`config.mk`:
```
export PLATFORM = sky130hd
export DESIGN_NAME = dccx_ctrl
export DESIGN_NICKNAME = d
export VERILOG_FILES = /design/src/logic/dccx_pkg.sv /design/src/logic/dccx_ctrl.sv /design/src/logic/dccx_t15_calc.sv
export SDC_FILE = /design/constraint.sdc
export NUM_CORES = 1
export LEC_CHECK = 0
export BUFFER_PORTS_ARGS = -buffer_cell sky130_fd_sc_hd__buf_4
export CAP_MARGIN = 20
export CORE_MARGIN = 2
export CORE_UTILIZATION = 40
export CTS_BUF_LIST = sky130_fd_sc_hd__clkbuf_8 sky130_fd_sc_hd__clkbuf_16
export DETAILED_ROUTE_END_ITERATION = 8
export SKIP_LAST_GASP = 1
export SLEW_MARGIN = 20
export SYNTH_ARGS = -nofsm -noshare
export SYNTH_HDL_FRONTEND = slang
export SYNTH_SLANG_ARGS = --single-unit
```
`constraint.sdc`:
```
create_clock -name CLK_SYS -period 19.15 [get_ports CLK_SYS]
set_clock_uncertainty 0.15 [all_clocks]
set_input_delay 0.9575 -clock CLK_SYS [delete_from_list [all_inputs] [get_ports CLK_SYS]]
set_output_delay 0.9575 -clock CLK_SYS [all_outputs]
set_load 0.01 [all_outputs]
```
`src/logic/dccx_pkg.sv`:
```
// Package: constants, types and timing counts of the channel change transaction controller
package dccx_pkg;

  // ----------------------------------------------------------------
  // Timing base
  // ----------------------------------------------------------------
  localparam int unsigned CLK_PERIOD_NS = 10;
  localparam int unsigned NS_PER_MS     = 1000000;
  localparam int unsigned NS_PER_US     = 1000;
  // Timers tick in milliseconds; one tick is this many clocks
  localparam int unsigned MS_TICK_CYCLES = NS_PER_MS / CLK_PERIOD_NS;

  // Time values in milliseconds, as printed
  localparam int unsigned JUMP_DEFAULT_MS   = 1300;  // 1,3 s when the modem reports none
  localparam int unsigned INIT_MAINT_RNG_MS = 30000; // 30 s ranging term for initial maintenance
  localparam int unsigned RNG_ALLOW_MIN_MS  = 20;    // 20 ms least allowance
  localparam int unsigned RNG_ALLOW_MAX_MS  = 40;    // 40 ms most allowance
  localparam int unsigned T15_MAX_MS        = 35000; // 35 s ceiling
  localparam int unsigned T13_MS            = 1000;  // T13 is one second
  localparam int unsigned T15_MIN_MS        = 2 * T13_MS; // floor is twice T13

  // Default protocol times and retry limit (configurable through ports)
  localparam int unsigned T11_DEFAULT_MS     = 1000;
  localparam int unsigned DCC_REQ_RETRY_DFLT = 3;

  // ----------------------------------------------------------------
  // Widths and field layouts
  // ----------------------------------------------------------------
  localparam int unsigned MS_W    = 17;  // holds up to 131 s
  localparam int unsigned RETRY_W = 4;
  localparam int unsigned TICK_W  = 17;

  // Initialization technique codes carried in the change request
  typedef enum logic [2:0] {
    DCCX_TECH_REINIT     = 3'h0,
    DCCX_TECH_INIT_MAINT = 3'h1,
    DCCX_TECH_STA_MAINT  = 3'h2,
    DCCX_TECH_EITHER     = 3'h3,
    DCCX_TECH_DIRECT     = 3'h4
  } dccx_tech_t;

  // Configuration of the destination side, all times in ms
  typedef struct packed {
    logic [MS_W-1:0]    ucd_period;     // upstream descriptor send period
    logic [MS_W-1:0]    sync_period;    // sync message send period
    logic [MS_W-1:0]    rng_opp_period; // unicast ranging opportunity period
    logic [MS_W-1:0]    rng_allow;      // map and request allowance
    logic [MS_W-1:0]    t11;            // response wait
    logic [RETRY_W-1:0] req_retries;    // request retry limit
    logic               prov_fixes_chan;// provisioning names channel or frequency
  } dccx_cfg_t;

  // A channel change request from the scheduler
  typedef struct packed {
    logic             valid;
    dccx_tech_t       tech;
    logic             jump_valid;   // modem reported a jump duration
    logic [MS_W-1:0]  jump_ms;
  } dccx_cmd_t;

  // Transaction states, Gray coded from IDLE through DONE along the usual path
  typedef enum logic [2:0] {
    DCCX_IDLE    = 3'b000,
    DCCX_SEND    = 3'b001,
    DCCX_WAIT    = 3'b011,
    DCCX_HOLD    = 3'b010,
    DCCX_DONE    = 3'b110
  } dccx_state_t;

endpackage : dccx_pkg

```
`src/logic/dccx_ctrl.sv`:
```
// Head-end channel change transaction controller
`timescale 1ns/1ps


module dccx_ctrl (
  // Clock and reset
  input  wire  logic                          CLK_SYS,
  input  wire  logic                          RESET,
  // Configuration and command
  input  wire  dccx_pkg::dccx_cfg_t           CFG,
  input  wire  dccx_pkg::dccx_cmd_t           CMD,
  // Service transaction status
  input  wire  logic                          SVC_CMD_OUT,   // own DSA/DSC command outstanding
  input  wire  logic                          SVC_ACK_WAIT,  // awaiting ack of modem request
  input  wire  logic                          SVC_REQ_IN,    // modem DSA/DSC request arrives
  input  wire  logic                          SVC_REQ_NEEDS, // that request needs a change
  input  wire  logic                          SVC_CMD_WANT,  // head-end wants a service command
  // Messages from modem
  input  wire  logic                          RSP_IN,        // change response received
  input  wire  logic                          ARRIVED,       // modem seen on new channel
  input  wire  logic                          LATE_RNG,      // ranging on a removed identifier
  // Outputs
  output logic                                REQ_SEND,      // send change request pulse
  output logic                                REJ_TEMP_DCC,  // reject-temporary-DCC pulse
  output logic                                REJ_TEMP,      // reject-temporary pulse
  output logic                                SVC_CMD_GO,    // grant own service command
  output logic                                BUSY,
  output logic                                FAIL,          // transaction failed pulse
  output logic                                OLD_HOLD,      // keep old-channel resources
  output logic                                NEW_HOLD,      // keep new-channel resources
  output logic                                RNG_ABORT,     // ranging abort pulse
  output logic                                REINIT_BLOCKED,// re-init request refused pulse
  output logic [dccx_pkg::MS_W-1:0]           T15_MS
);
  import dccx_pkg::*;

  // ----------------------------------------------------------------
  // State
  // ----------------------------------------------------------------
  typedef struct packed {
    dccx_state_t        st;
    logic [TICK_W-1:0]  tick;
    logic [MS_W-1:0]    t11_cnt;
    logic [MS_W-1:0]    t13_cnt;
    logic [MS_W-1:0]    t15_cnt;
    logic [RETRY_W-1:0] retries;
    logic               pend;       // change owed after a rejected modem request
    dccx_tech_t         tech;
    logic               landed;     // modem confirmed on new channel
    logic               req_send;
    logic               rej_dcc;
    logic               rej_tmp;
    logic               svc_go;
    logic               busy;
    logic               fail;
    logic               old_hold;
    logic               new_hold;
    logic               rng_abort;
    logic               reinit_blk;
    logic [MS_W-1:0]    t15;
  } dccx_regs_t;

  dccx_regs_t r;
  dccx_regs_t next_r;
  logic [MS_W-1:0] t15_calc;
  logic            ms;
  logic            start;
  logic            blocked;

  dccx_t15_calc u_t15 (
    .cfg        (CFG),
    .tech       (r.tech),
    .jump_valid (CMD.jump_valid),
    .jump_ms    (CMD.jump_ms),
    .t15_ms     (t15_calc)
  );

  // ----------------------------------------------------------------
  // Next state
  // ----------------------------------------------------------------
  always_comb begin
    next_r = r;
    next_r.req_send   = 1'b0;
    next_r.rej_dcc    = 1'b0;
    next_r.rej_tmp    = 1'b0;
    next_r.svc_go     = 1'b0;
    next_r.fail       = 1'b0;
    next_r.rng_abort  = 1'b0;
    next_r.reinit_blk = 1'b0;
    // Millisecond tick keeps the timers narrow
    ms = (r.tick == TICK_W'(MS_TICK_CYCLES - 1));
    next_r.tick = ms ? '0 : r.tick + 1'b1;
    blocked = SVC_CMD_OUT || SVC_ACK_WAIT;
    start = 1'b0;
    // Resource hold timers count down in ms
    if (ms && r.t13_cnt != '0) begin
      next_r.t13_cnt = r.t13_cnt - 1'b1;
    end
    if (ms && r.t15_cnt != '0) begin
      next_r.t15_cnt = r.t15_cnt - 1'b1;
    end
    // Arrival is remembered until the next request, so a one-cycle pulse releases both holds
    next_r.landed   = r.landed || ARRIVED;
    next_r.old_hold = (next_r.t13_cnt != '0) && !next_r.landed;
    next_r.new_hold = (next_r.t15_cnt != '0) && !next_r.landed;
    if (LATE_RNG && r.t15_cnt == '0 && r.tech == DCCX_TECH_INIT_MAINT) begin
      next_r.rng_abort = 1'b1;
    end
    unique case (r.st)
      DCCX_IDLE: begin
        if (SVC_REQ_IN && SVC_REQ_NEEDS) begin
          next_r.rej_dcc = 1'b1;
          next_r.pend    = 1'b1;
        end
        if ((CMD.valid || r.pend) && !blocked) begin
          if (CMD.valid && CMD.tech == DCCX_TECH_REINIT && CFG.prov_fixes_chan) begin
            next_r.reinit_blk = 1'b1;
          end else begin
            start = 1'b1;
          end
        end else if (SVC_CMD_WANT && !CMD.valid && !r.pend) begin
          next_r.svc_go = 1'b1;
        end
        if (start) begin
          next_r.pend = 1'b0;
          next_r.tech = CMD.valid ? CMD.tech : DCCX_TECH_DIRECT;
          next_r.retries = '0;
          next_r.st      = DCCX_SEND;
          next_r.busy    = 1'b1;
        end
      end
      DCCX_SEND: begin
        next_r.req_send = 1'b1;
        next_r.t11_cnt  = CFG.t11;
        next_r.landed   = 1'b0;
        next_r.t13_cnt  = MS_W'(T13_MS);
        next_r.t15      = t15_calc;
        next_r.t15_cnt  = (r.tech == DCCX_TECH_REINIT) ? '0 : t15_calc;
        next_r.st       = DCCX_WAIT;
      end
      DCCX_WAIT: begin
        if (SVC_REQ_IN) begin
          next_r.rej_tmp = 1'b1;
        end
        if (RSP_IN || ARRIVED) begin
          next_r.t11_cnt = '0;
          next_r.st      = DCCX_HOLD;
        end else if (ms && r.t11_cnt != '0) begin
          next_r.t11_cnt = r.t11_cnt - 1'b1;
        end else if (r.t11_cnt == '0) begin
          if (r.retries < CFG.req_retries) begin
            next_r.retries = r.retries + 1'b1;
            next_r.st      = DCCX_SEND;
          end else begin
            next_r.fail = 1'b1;
            next_r.st   = DCCX_DONE;
          end
        end
      end
      DCCX_HOLD: begin
        if (SVC_REQ_IN) begin
          next_r.rej_tmp = 1'b1;
        end
        if (ARRIVED || r.tech == DCCX_TECH_REINIT || (r.t15_cnt == '0 && r.t13_cnt == '0)) begin
          next_r.st = DCCX_DONE;
        end
      end
      DCCX_DONE: begin
        next_r.busy = 1'b0;
        next_r.st   = DCCX_IDLE;
      end
      default: begin
        next_r.st = DCCX_IDLE;
      end
    endcase
  end

  // ----------------------------------------------------------------
  // Registers
  // ----------------------------------------------------------------
  always_ff @(posedge CLK_SYS) begin
    if (RESET) begin
      r      <= '0;
      r.tech <= DCCX_TECH_DIRECT;
    end else begin
      r <= next_r;
    end
  end

  // Outputs straight from flip-flops
  assign REQ_SEND       = r.req_send;
  assign REJ_TEMP_DCC   = r.rej_dcc;
  assign REJ_TEMP       = r.rej_tmp;
  assign SVC_CMD_GO     = r.svc_go;
  assign BUSY           = r.busy;
  assign FAIL           = r.fail;
  assign OLD_HOLD       = r.old_hold;
  assign NEW_HOLD       = r.new_hold;
  assign RNG_ABORT      = r.rng_abort;
  assign REINIT_BLOCKED = r.reinit_blk;
  assign T15_MS         = r.t15;

  // ----------------------------------------------------------------
  // Assertions
  // ----------------------------------------------------------------
  AST_NO_SVC_WHILE_BUSY: assert property (@(posedge CLK_SYS) disable iff (RESET)
    SVC_CMD_GO |-> !$past(r.busy)) else $error("service command granted during change");
  AST_NO_DCC_WHEN_BLOCKED: assert property (@(posedge CLK_SYS) disable iff (RESET)
    (r.st == DCCX_IDLE && next_r.st == DCCX_SEND) |-> !blocked) else $error("change while blocked");
  AST_T15_BOUNDS: assert property (@(posedge CLK_SYS) disable iff (RESET)
    t15_calc >= MS_W'(T15_MIN_MS) && t15_calc <= MS_W'(T15_MAX_MS)) else $error("T15 out of range");
  AST_INIT_T15: assert property (@(posedge CLK_SYS) disable iff (RESET)
    r.tech == DCCX_TECH_INIT_MAINT |-> t15_calc >= MS_W'(INIT_MAINT_RNG_MS)) else $error("initial term lost");
  AST_DEFAULT_JUMP: assert property (@(posedge CLK_SYS) disable iff (RESET)
    (!CMD.jump_valid && r.tech == DCCX_TECH_DIRECT && CFG.ucd_period == '0 && CFG.sync_period == '0
     && CFG.rng_opp_period == '0 && CFG.rng_allow == MS_W'(RNG_ALLOW_MIN_MS))
    |-> t15_calc == MS_W'(T15_MIN_MS)) else $error("default jump wrong");
  AST_REJ_DCC: assert property (@(posedge CLK_SYS) disable iff (RESET)
    (r.st == DCCX_IDLE && SVC_REQ_IN && SVC_REQ_NEEDS) |=> REJ_TEMP_DCC) else $error("missing reject");
  AST_CROSS: assert property (@(posedge CLK_SYS) disable iff (RESET)
    (r.st == DCCX_WAIT && SVC_REQ_IN) |=> REJ_TEMP) else $error("crossing not rejected");
  AST_SEND_AFTER_START: assert property (@(posedge CLK_SYS) disable iff (RESET)
    (r.st == DCCX_SEND) |=> REQ_SEND && r.st == DCCX_WAIT) else $error("no send");
  AST_REINIT_REFUSED: assert property (@(posedge CLK_SYS) disable iff (RESET)
    REINIT_BLOCKED |-> $past(r.st) == DCCX_IDLE && $past(CFG.prov_fixes_chan)) else $error("bad refusal");
  AST_OLD_HOLD: assert property (@(posedge CLK_SYS) disable iff (RESET)
    REQ_SEND |=> OLD_HOLD || $past(ARRIVED)) else $error("old resources dropped");

  COV_FAIL:   cover property (@(posedge CLK_SYS) disable iff (RESET) FAIL);
  COV_RESEND: cover property (@(posedge CLK_SYS) disable iff (RESET) REQ_SEND && r.retries != '0);
  COV_ABORT:  cover property (@(posedge CLK_SYS) disable iff (RESET) RNG_ABORT);
  COV_DONE:   cover property (@(posedge CLK_SYS) disable iff (RESET) r.st == DCCX_HOLD && ARRIVED);

endmodule // dccx_ctrl

```
`src/logic/dccx_t15_calc.sv`:
```
// T15 reservation timer calculator with clamping
`timescale 1ns/1ps

module dccx_t15_calc (
  // Inputs
  input  wire dccx_pkg::dccx_cfg_t                cfg,
  input  wire dccx_pkg::dccx_tech_t               tech,
  input  wire logic                               jump_valid,
  input  wire logic [dccx_pkg::MS_W-1:0]          jump_ms,
  // Result
  output logic      [dccx_pkg::MS_W-1:0]          t15_ms
);
  import dccx_pkg::*;

  logic [MS_W+2:0] modem_jump_duration;
  logic [MS_W+2:0] upstream_descriptor_acquire_time;
  logic [MS_W+2:0] downstream_sync_acquire_time;
  logic [MS_W+2:0] ranging_request_turnaround;
  logic [MS_W+2:0] rng_allow_clamped;
  logic [MS_W+2:0] sum;

  // Sum of four terms, then clamp
  always_comb begin
    modem_jump_duration = jump_valid ? {3'h0, jump_ms} : (MS_W+3)'(JUMP_DEFAULT_MS);
    upstream_descriptor_acquire_time = {3'h0, cfg.ucd_period} << 1;
    downstream_sync_acquire_time = {3'h0, cfg.sync_period} << 1;
    // Allowance is held inside the documented window
    rng_allow_clamped = {3'h0, cfg.rng_allow};
    if (rng_allow_clamped < (MS_W+3)'(RNG_ALLOW_MIN_MS)) begin
      rng_allow_clamped = (MS_W+3)'(RNG_ALLOW_MIN_MS);
    end else if (rng_allow_clamped > (MS_W+3)'(RNG_ALLOW_MAX_MS)) begin
      rng_allow_clamped = (MS_W+3)'(RNG_ALLOW_MAX_MS);
    end
    if (tech == DCCX_TECH_INIT_MAINT || tech == DCCX_TECH_EITHER) begin
      ranging_request_turnaround = (MS_W+3)'(INIT_MAINT_RNG_MS);
    end else begin
      ranging_request_turnaround = ({3'h0, cfg.rng_opp_period} << 1) + rng_allow_clamped;
    end
    sum = modem_jump_duration + upstream_descriptor_acquire_time
        + downstream_sync_acquire_time + ranging_request_turnaround;
    if (sum < (MS_W+3)'(T15_MIN_MS)) begin
      t15_ms = MS_W'(T15_MIN_MS);
    end else if (sum > (MS_W+3)'(T15_MAX_MS)) begin
      t15_ms = MS_W'(T15_MAX_MS);
    end else begin
      t15_ms = sum[MS_W-1:0];
    end
  end

endmodule // dccx_t15_calc

```
==> summary.txt, run 1 <==
Setup path
  – Arr. time, crit path: 7.67 ns
  – CP Data Required Time: 19.31 ns
  – CP startpoint kind: input pin
  – Crit. End Element: flip-flop
  – Worst reg2reg path startpoint: r[28]$_SDFFE_PP0P_
  – CP Launch Point: CFG[33]
  – Crit Path Max Fanout: 8
  – Crit path kind: in2reg

Hold path
  – Hold crit path type: reg2reg
  – Worst Hold Launch: r[27]$_SDFF_PP0_

Floorplanning
  – Die ar.: 21700 um^2
  – Initial Util: 0.406
  – I/O pins: 149
  – Rows: 52
  – Die width: 147 um
  – Die height: 147 um
  – Core footprint: 20200 um^2

Clock network
  – CTS Buf Count: 9
  – CTS root buffer: clkbuf_16
  – # resized after CTS: 0
  – Setup bufs post-CTS: 0
  – CTS tree: yes
  – Cts hold-fix bufs: 0
  – Clock Path Buffers: 2
  – Clock transition at path regs: 0.07 ns
  – # H-tree levels: 3
  – Clk sink count: 107
  – Worst-Skew Late Latency: 0.36 ns

Finish
  – Most common cell after layout, fill and taps aside: buf_4
  – Cell Count, Final, Fillers Out: 1434
  – P&R area growth vs syn: 19.0%
  – Layout Nets: 1360
  – Fillers: 2026
  – Diodes inserted: 0
  – Most frequent cells in the layout: 151 x buf_4, 131 x nor2_1, 107 x dfxtp_1
  – Share of cells above drive strength 1: 0.170

Synthesis
  – Top cell type's share of synthesized area: 0.260
  – Top post-synthesis cells by area: dfxtp_1 26%, fa_1 8.5%, ha_1 6.7%, nor2_1 6.0%, inv_1 4.1%
  – Number of warnings issued by yosys: 0
  – Post-Syn Area: 8220 um^2
  – Cell count after synthesis: 1037
  – Cell taking the most area after synthesis: dfxtp_1
  – Seq/Total Area, Yosys: 0.260
  – Syn_area_per_cell: 7.93 um^2
  – Synth cell types: 83
  – Post-synth EDFFs: 0
  – Yosys reg bits: 107
  – Async SR Flop Fraction: 0
  – Ys flop type: dfxtp_1

Drt
  – DRT antenna net count: 0
  – Drt via density: 5.23
  – Via count: 7499
  – Routed wire length: 20.3 mm
  – First-iteration detailed-routing DRC count: 366
  – Remaining DRCs: 0
  – First-pass DRT Iterations: 5
  – Wire per inst: 14.1 um

Timing
  – Fmax achieved: 133 MHz
  – Final hold vios: 0
  – Max_slew headroom: 0.318
  – Setup ws final: 11.64 ns
  – # setup viols final: 0
  – Fin crit period: 7.51 ns
  – Period utilization: 0.392
  – Worst-Margin Slew: 0.998 ns
  – Setup TNS: 0 ns
  – Final Max Slew Viols: 0
  – RSZ-0062 raised after global routing: no
  – Hold_ws: 0.315 ns

Pwr
  – Pleak: 4.34 nW
  – Power Density: 121 nW/um^2
  – Peak VDD IR: 0.0000608 V
  – Total Power: 1.18 mW

Place
  – I/O Buffers: 148
  – Placed Cells: 1418
  – DPL Wire Length: 16.0 mm
  – RD Place Congestion: 0.852
  – Post-Place Setup Slack: 11.29 ns

GRT
  – Largest net degree at the start of global routing: 50
  – First-pass GRT wire length: 34.7 mm
  – GR Util All Layers: 0.193
  – Remaining Overflow, GRT: 0
  – Antenna violations before repair: 0
  – Vias in the first global route: 7175

Outcome
  – Status: finished, final reports clean

Flow run
  – Max-cap violations: 0
-- registers in the layout (all words and copies together), names as in the netlist --
name and cells:
RNG_ABORT 1, REJ_TEMP 1, NEW_HOLD 1, r 80, FAIL 1, T15_MS 17, SVC_CMD_GO 1, REJ_TEMP_DCC 1
OLD_HOLD 1, BUSY 1, REINIT_BLOCKED 1, REQ_SEND 1
-- cell families (layout without fill, tap and decap cells) --
| logic type | Yosys count | in the layout | synth area share |
|---|---|---|---|
| fa+ha+maj | 79 | 79 | 0.152 |
| buf+inv | 139 | 256 | 0.0712 |
| simple gates | 407 | 407 | 0.252 |
| other cells | 1 | 11 | 0.000456 |
| compound gates | 233 | 233 | 0.188 |
| mux | 4 | 4 | 0.00502 |
| xor+xnor | 67 | 67 | 0.0714 |
| flops | 107 | 107 | 0.260 |
-- metrics by stage --
| step | util | cell area (um^2) |
|---|---|---|
| final | 0.484 | 9790 |
| after global routing | 0.484 | 9790 |
| after CTS | 0.484 | 9790 |
| after detailed placement | 0.469 | 9490 |
| after global placement | 0.469 | 9490 |
| after floorplan | - | 8260 |
-- layer usage --
layer,up-vias,share of wire,wire [um],global-route usage
li1,3848,-,-,-
met1,3471,0.48,9710,0.262
met2,158,0.46,9290,0.317
met3,22,0.041,831,0.0302
met4,0,0.022,453,0.0572
met5,-,0,0,0
-- area by class of cell --
class	instances	area [um^2]	share of cell area
multi-input cells	801	5540	0.566
flip-flops and latches	107	2140	0.219
repair buffers	151	1130	0.116
well taps	270	338	0.0345
inverters	89	334	0.0341
clock buffers	9	225	0.0230
clock inverters	7	75.1	0.00767
-- synth_stat cells (23+ instances only) --
master,instances
clkbuf_1,30
o21ai_0,53
ha_1,44
nor2_1,131
inv_1,89
fa_1,35
a21oi_1,58
dfxtp_1,107
nand2_1,83
nand3_1,23
xor2_1,31
nor3_1,28
xnor2_1,36
-- critical path: stages --
cell,delay [ns]
buf_4,0.11
nor4_1,0.28
nand3_1,0.18
nor2_1,0.23
ha_1,0.27
a21o_1,0.17
a21oi_1,0.22
o21bai_1,0.11
a2111oi_0,0.90
or2_2,0.27
nor2_1,0.05
nor2_1,0.11
xnor2_1,0.12
nor2_1,0.07
fa_1,0.49
fa_1,0.54
inv_1,0.04
ha_1,0.39
a21oi_1,0.35
a21oi_1,0.17
o21ba_2,0.23
o211a_1,0.13
mux2i_1,0.15
nand4_1,0.25
nand4b_1,0.41
nor2_2,0.31
a31o_2,0.19
-- power by group --
part	switching (mW)	total [mW]	internal [mW]
Combinational	0.406	0.689	0.282
Sequential	0.0423	0.305	0.263
Clock	0.0885	0.191	0.102
Total	0.537	1.18	0.647
-- worst paths after layout --
kind                       to  slack (ns)  cells past startpoint
max          r[37]$_SDFF_PP0_       11.64                     27
min          r[27]$_SDFF_PP0_        0.31                      2
max reg2reg  r[37]$_SDFF_PP0_       13.65                     13
min reg2reg  r[27]$_SDFF_PP0_        0.31                      2
No activity file was read; power rests on OpenSTA's default activity.
==> run 2: changes to the inputs <==
==> constraint.sdc (replaced) <==
create_clock -name CLK_SYS -period 7.1 [get_ports CLK_SYS]
set_clock_uncertainty 0.15 [all_clocks]
set_input_delay 0.355 -clock CLK_SYS [delete_from_list [all_inputs] [get_ports CLK_SYS]]
set_output_delay 0.355 -clock CLK_SYS [all_outputs]
set_load 0.01 [all_outputs]
==> summary.txt, run 2 (synthesis gave the netlist of run 1 again) <==
Drt
  – DRT antenna net count: 0
  – Wire per inst: 14.5 um
  – Remaining DRCs: 0
  – Via count: 7516
  – First-iteration detailed-routing DRC count: 308
  – First-pass DRT Iterations: 4
  – Drt via density: 5.21
  – Routed wire length: 20.9 mm

Finish
  – Fillers: 2051
  – Number of flip-flops in the largest register: 80
  – Most common cell after layout, fill and taps aside: buf_4
  – Layout Nets: 1368
  – Final Core Density: 0.488
  – Register name with the most flops: r
  – Multi-input logic area: 5550 um^2
  – Register Area: 2140 um^2
  – Share of cells above drive strength 1: 0.177
  – P&R area growth vs syn: 20.1%
  – Most frequent cells in the layout: 159 x buf_4, 130 x nor2_1, 107 x dfxtp_1
  – Diodes inserted: 0

Hold path
  – Hold crit path type: in2reg

Timing
  – Period utilization: 0.906
  – Setup TNS: 0 ns
  – Final Max Slew Viols: 0
  – Max_slew headroom: 0.334
  – Hold_ws: 0.0732 ns
  – RSZ-0062 raised after global routing: no
  – Fmax achieved: 155 MHz
  – Worst-Margin Slew: 0.997 ns
  – Final hold vios: 0
  – Fin crit period: 6.43 ns
  – # setup viols final: 0

Floorplanning
  – Core footprint: 20200 um^2
  – Die width: 147 um
  – I/O pins: 149
  – Initial Util: 0.406
  – Die height: 147 um
  – Die ar.: 21700 um^2
  – Rows: 52

Setup path
  – Critical path's top delay family: simple AND/OR/NAND/NOR gates
  – Most used cell, CP: buf_4
  – Worst reg2reg path startpoint: r[28]$_SDFFE_PP0P_
  – CP Launch Point: CFG[33]
  – Slowest cell delay on critical path: 0.54 ns
  – R2r worst-path depth: 14
  – Worst Setup EP: r[48]$_SDFF_PP0_
  – Crit path kind: in2reg
  – Worst R2R End: r[48]$_SDFF_PP0_
  – Critical Path Stages: 27
  – Reg2reg setup slack: 1.67 ns
  – Crit. End Element: flip-flop
  – CP max-delay cell: fa_1
  – Arr. time, crit path: 6.58 ns
  – CP Data Required Time: 7.25 ns
  – CP startpoint kind: input pin
  – Crit path buf inv count: 4
  – Crit Path Max Fanout: 6

Place
  – I/O Buffers: 148
  – RD Place Congestion: 0.883
  – DPL Wire Length: 16.6 mm

GRT
  – Antenna violations before repair: 0
  – GR Util All Layers: 0.197
  – First-pass GRT wire length: 35.1 mm
  – Vias in the first global route: 7185
  – Remaining Overflow, GRT: 0
  – Largest net degree at the start of global routing: 50

Clock network
  – Cts hold-fix bufs: 0
  – Clock Path Buffers: 2
  – # H-tree levels: 3
  – Clock transition at path regs: 0.07 ns
  – CTS tree: yes
  – Worst-Skew Late Latency: 0.35 ns
  – CTS root buffer: clkbuf_16
  – Clk sink count: 107
  – CTS Buf Count: 9

Flow run
  – Max-cap violations: 0

Pwr
  – Power Density: 332 nW/um^2
  – Peak VDD IR: 0.000128 V
  – Pleak: 4.39 nW

Outcome
  – Status: finished, final reports clean
[run 2: per-stage QoR]
stage	power (mW)	worst slack (ns)	instances	instance area, um^2
after floorplan	2.24	0.814	1047	8260
after global placement	2.71	0.356	1425	9540
after detailed placement	2.72	0.186	1425	9540
after CTS	3.29	0.544	1441	9860
after global routing	3.59	0.0128	1442	9880
final	3.28	0.667	1442	9880
[run 2: worst min path at each step]
stage | slack (ns) | to | from | cells after the start
6_report | 0.07 | SVC_CMD_GO$_SDFF_PP0_ | SVC_CMD_WANT | 2
2_1_floorplan | 0.28 | T15_MS[11]$_SDFFE_PP0P_ | T15_MS[11]$_SDFFE_PP0P_ | 2
3_3_place_gp | 0.29 | r[27]$_SDFF_PP0_ | r[27]$_SDFF_PP0_ | 2
3_5_place_dp | 0.30 | r[27]$_SDFF_PP0_ | r[27]$_SDFF_PP0_ | 2
4_1_cts | 0.06 | SVC_CMD_GO$_SDFF_PP0_ | SVC_CMD_WANT | 2
5_1_grt | 0.07 | SVC_CMD_GO$_SDFF_PP0_ | SVC_CMD_WANT | 2
[run 2: cell type report]
type,instances,share of cell area
clock buffer,10,0.0242
clock inverter,6,0.00887
inverter,89,0.0338
multi-input combinational,801,0.561
sequential,107,0.217
tap,270,0.0342
timing repair buffer,159,0.121
[run 2: power breakdown]
part           internal (mW)  switching, mW  total, mW
registers              0.708          0.116      0.825
logic                  0.789           1.12       1.91
clock network          0.319          0.230      0.550
[run 2: timing repair]
action                                  4_1_cts  5_1_grt
buffers inserted                              0        1
resized for setup                             0        2
endpoints found under the setup margin        0       11
[run 2: per-layer routing]
metal / vias to the layer above / share of wire / track usage
met5: - / 0 / 0
met4: 0 / 0.019 / 0.0538
met3: 23 / 0.044 / 0.0349
met2: 144 / 0.47 / 0.333
met1: 3486 / 0.46 / 0.260
li1: 3863 / - / -
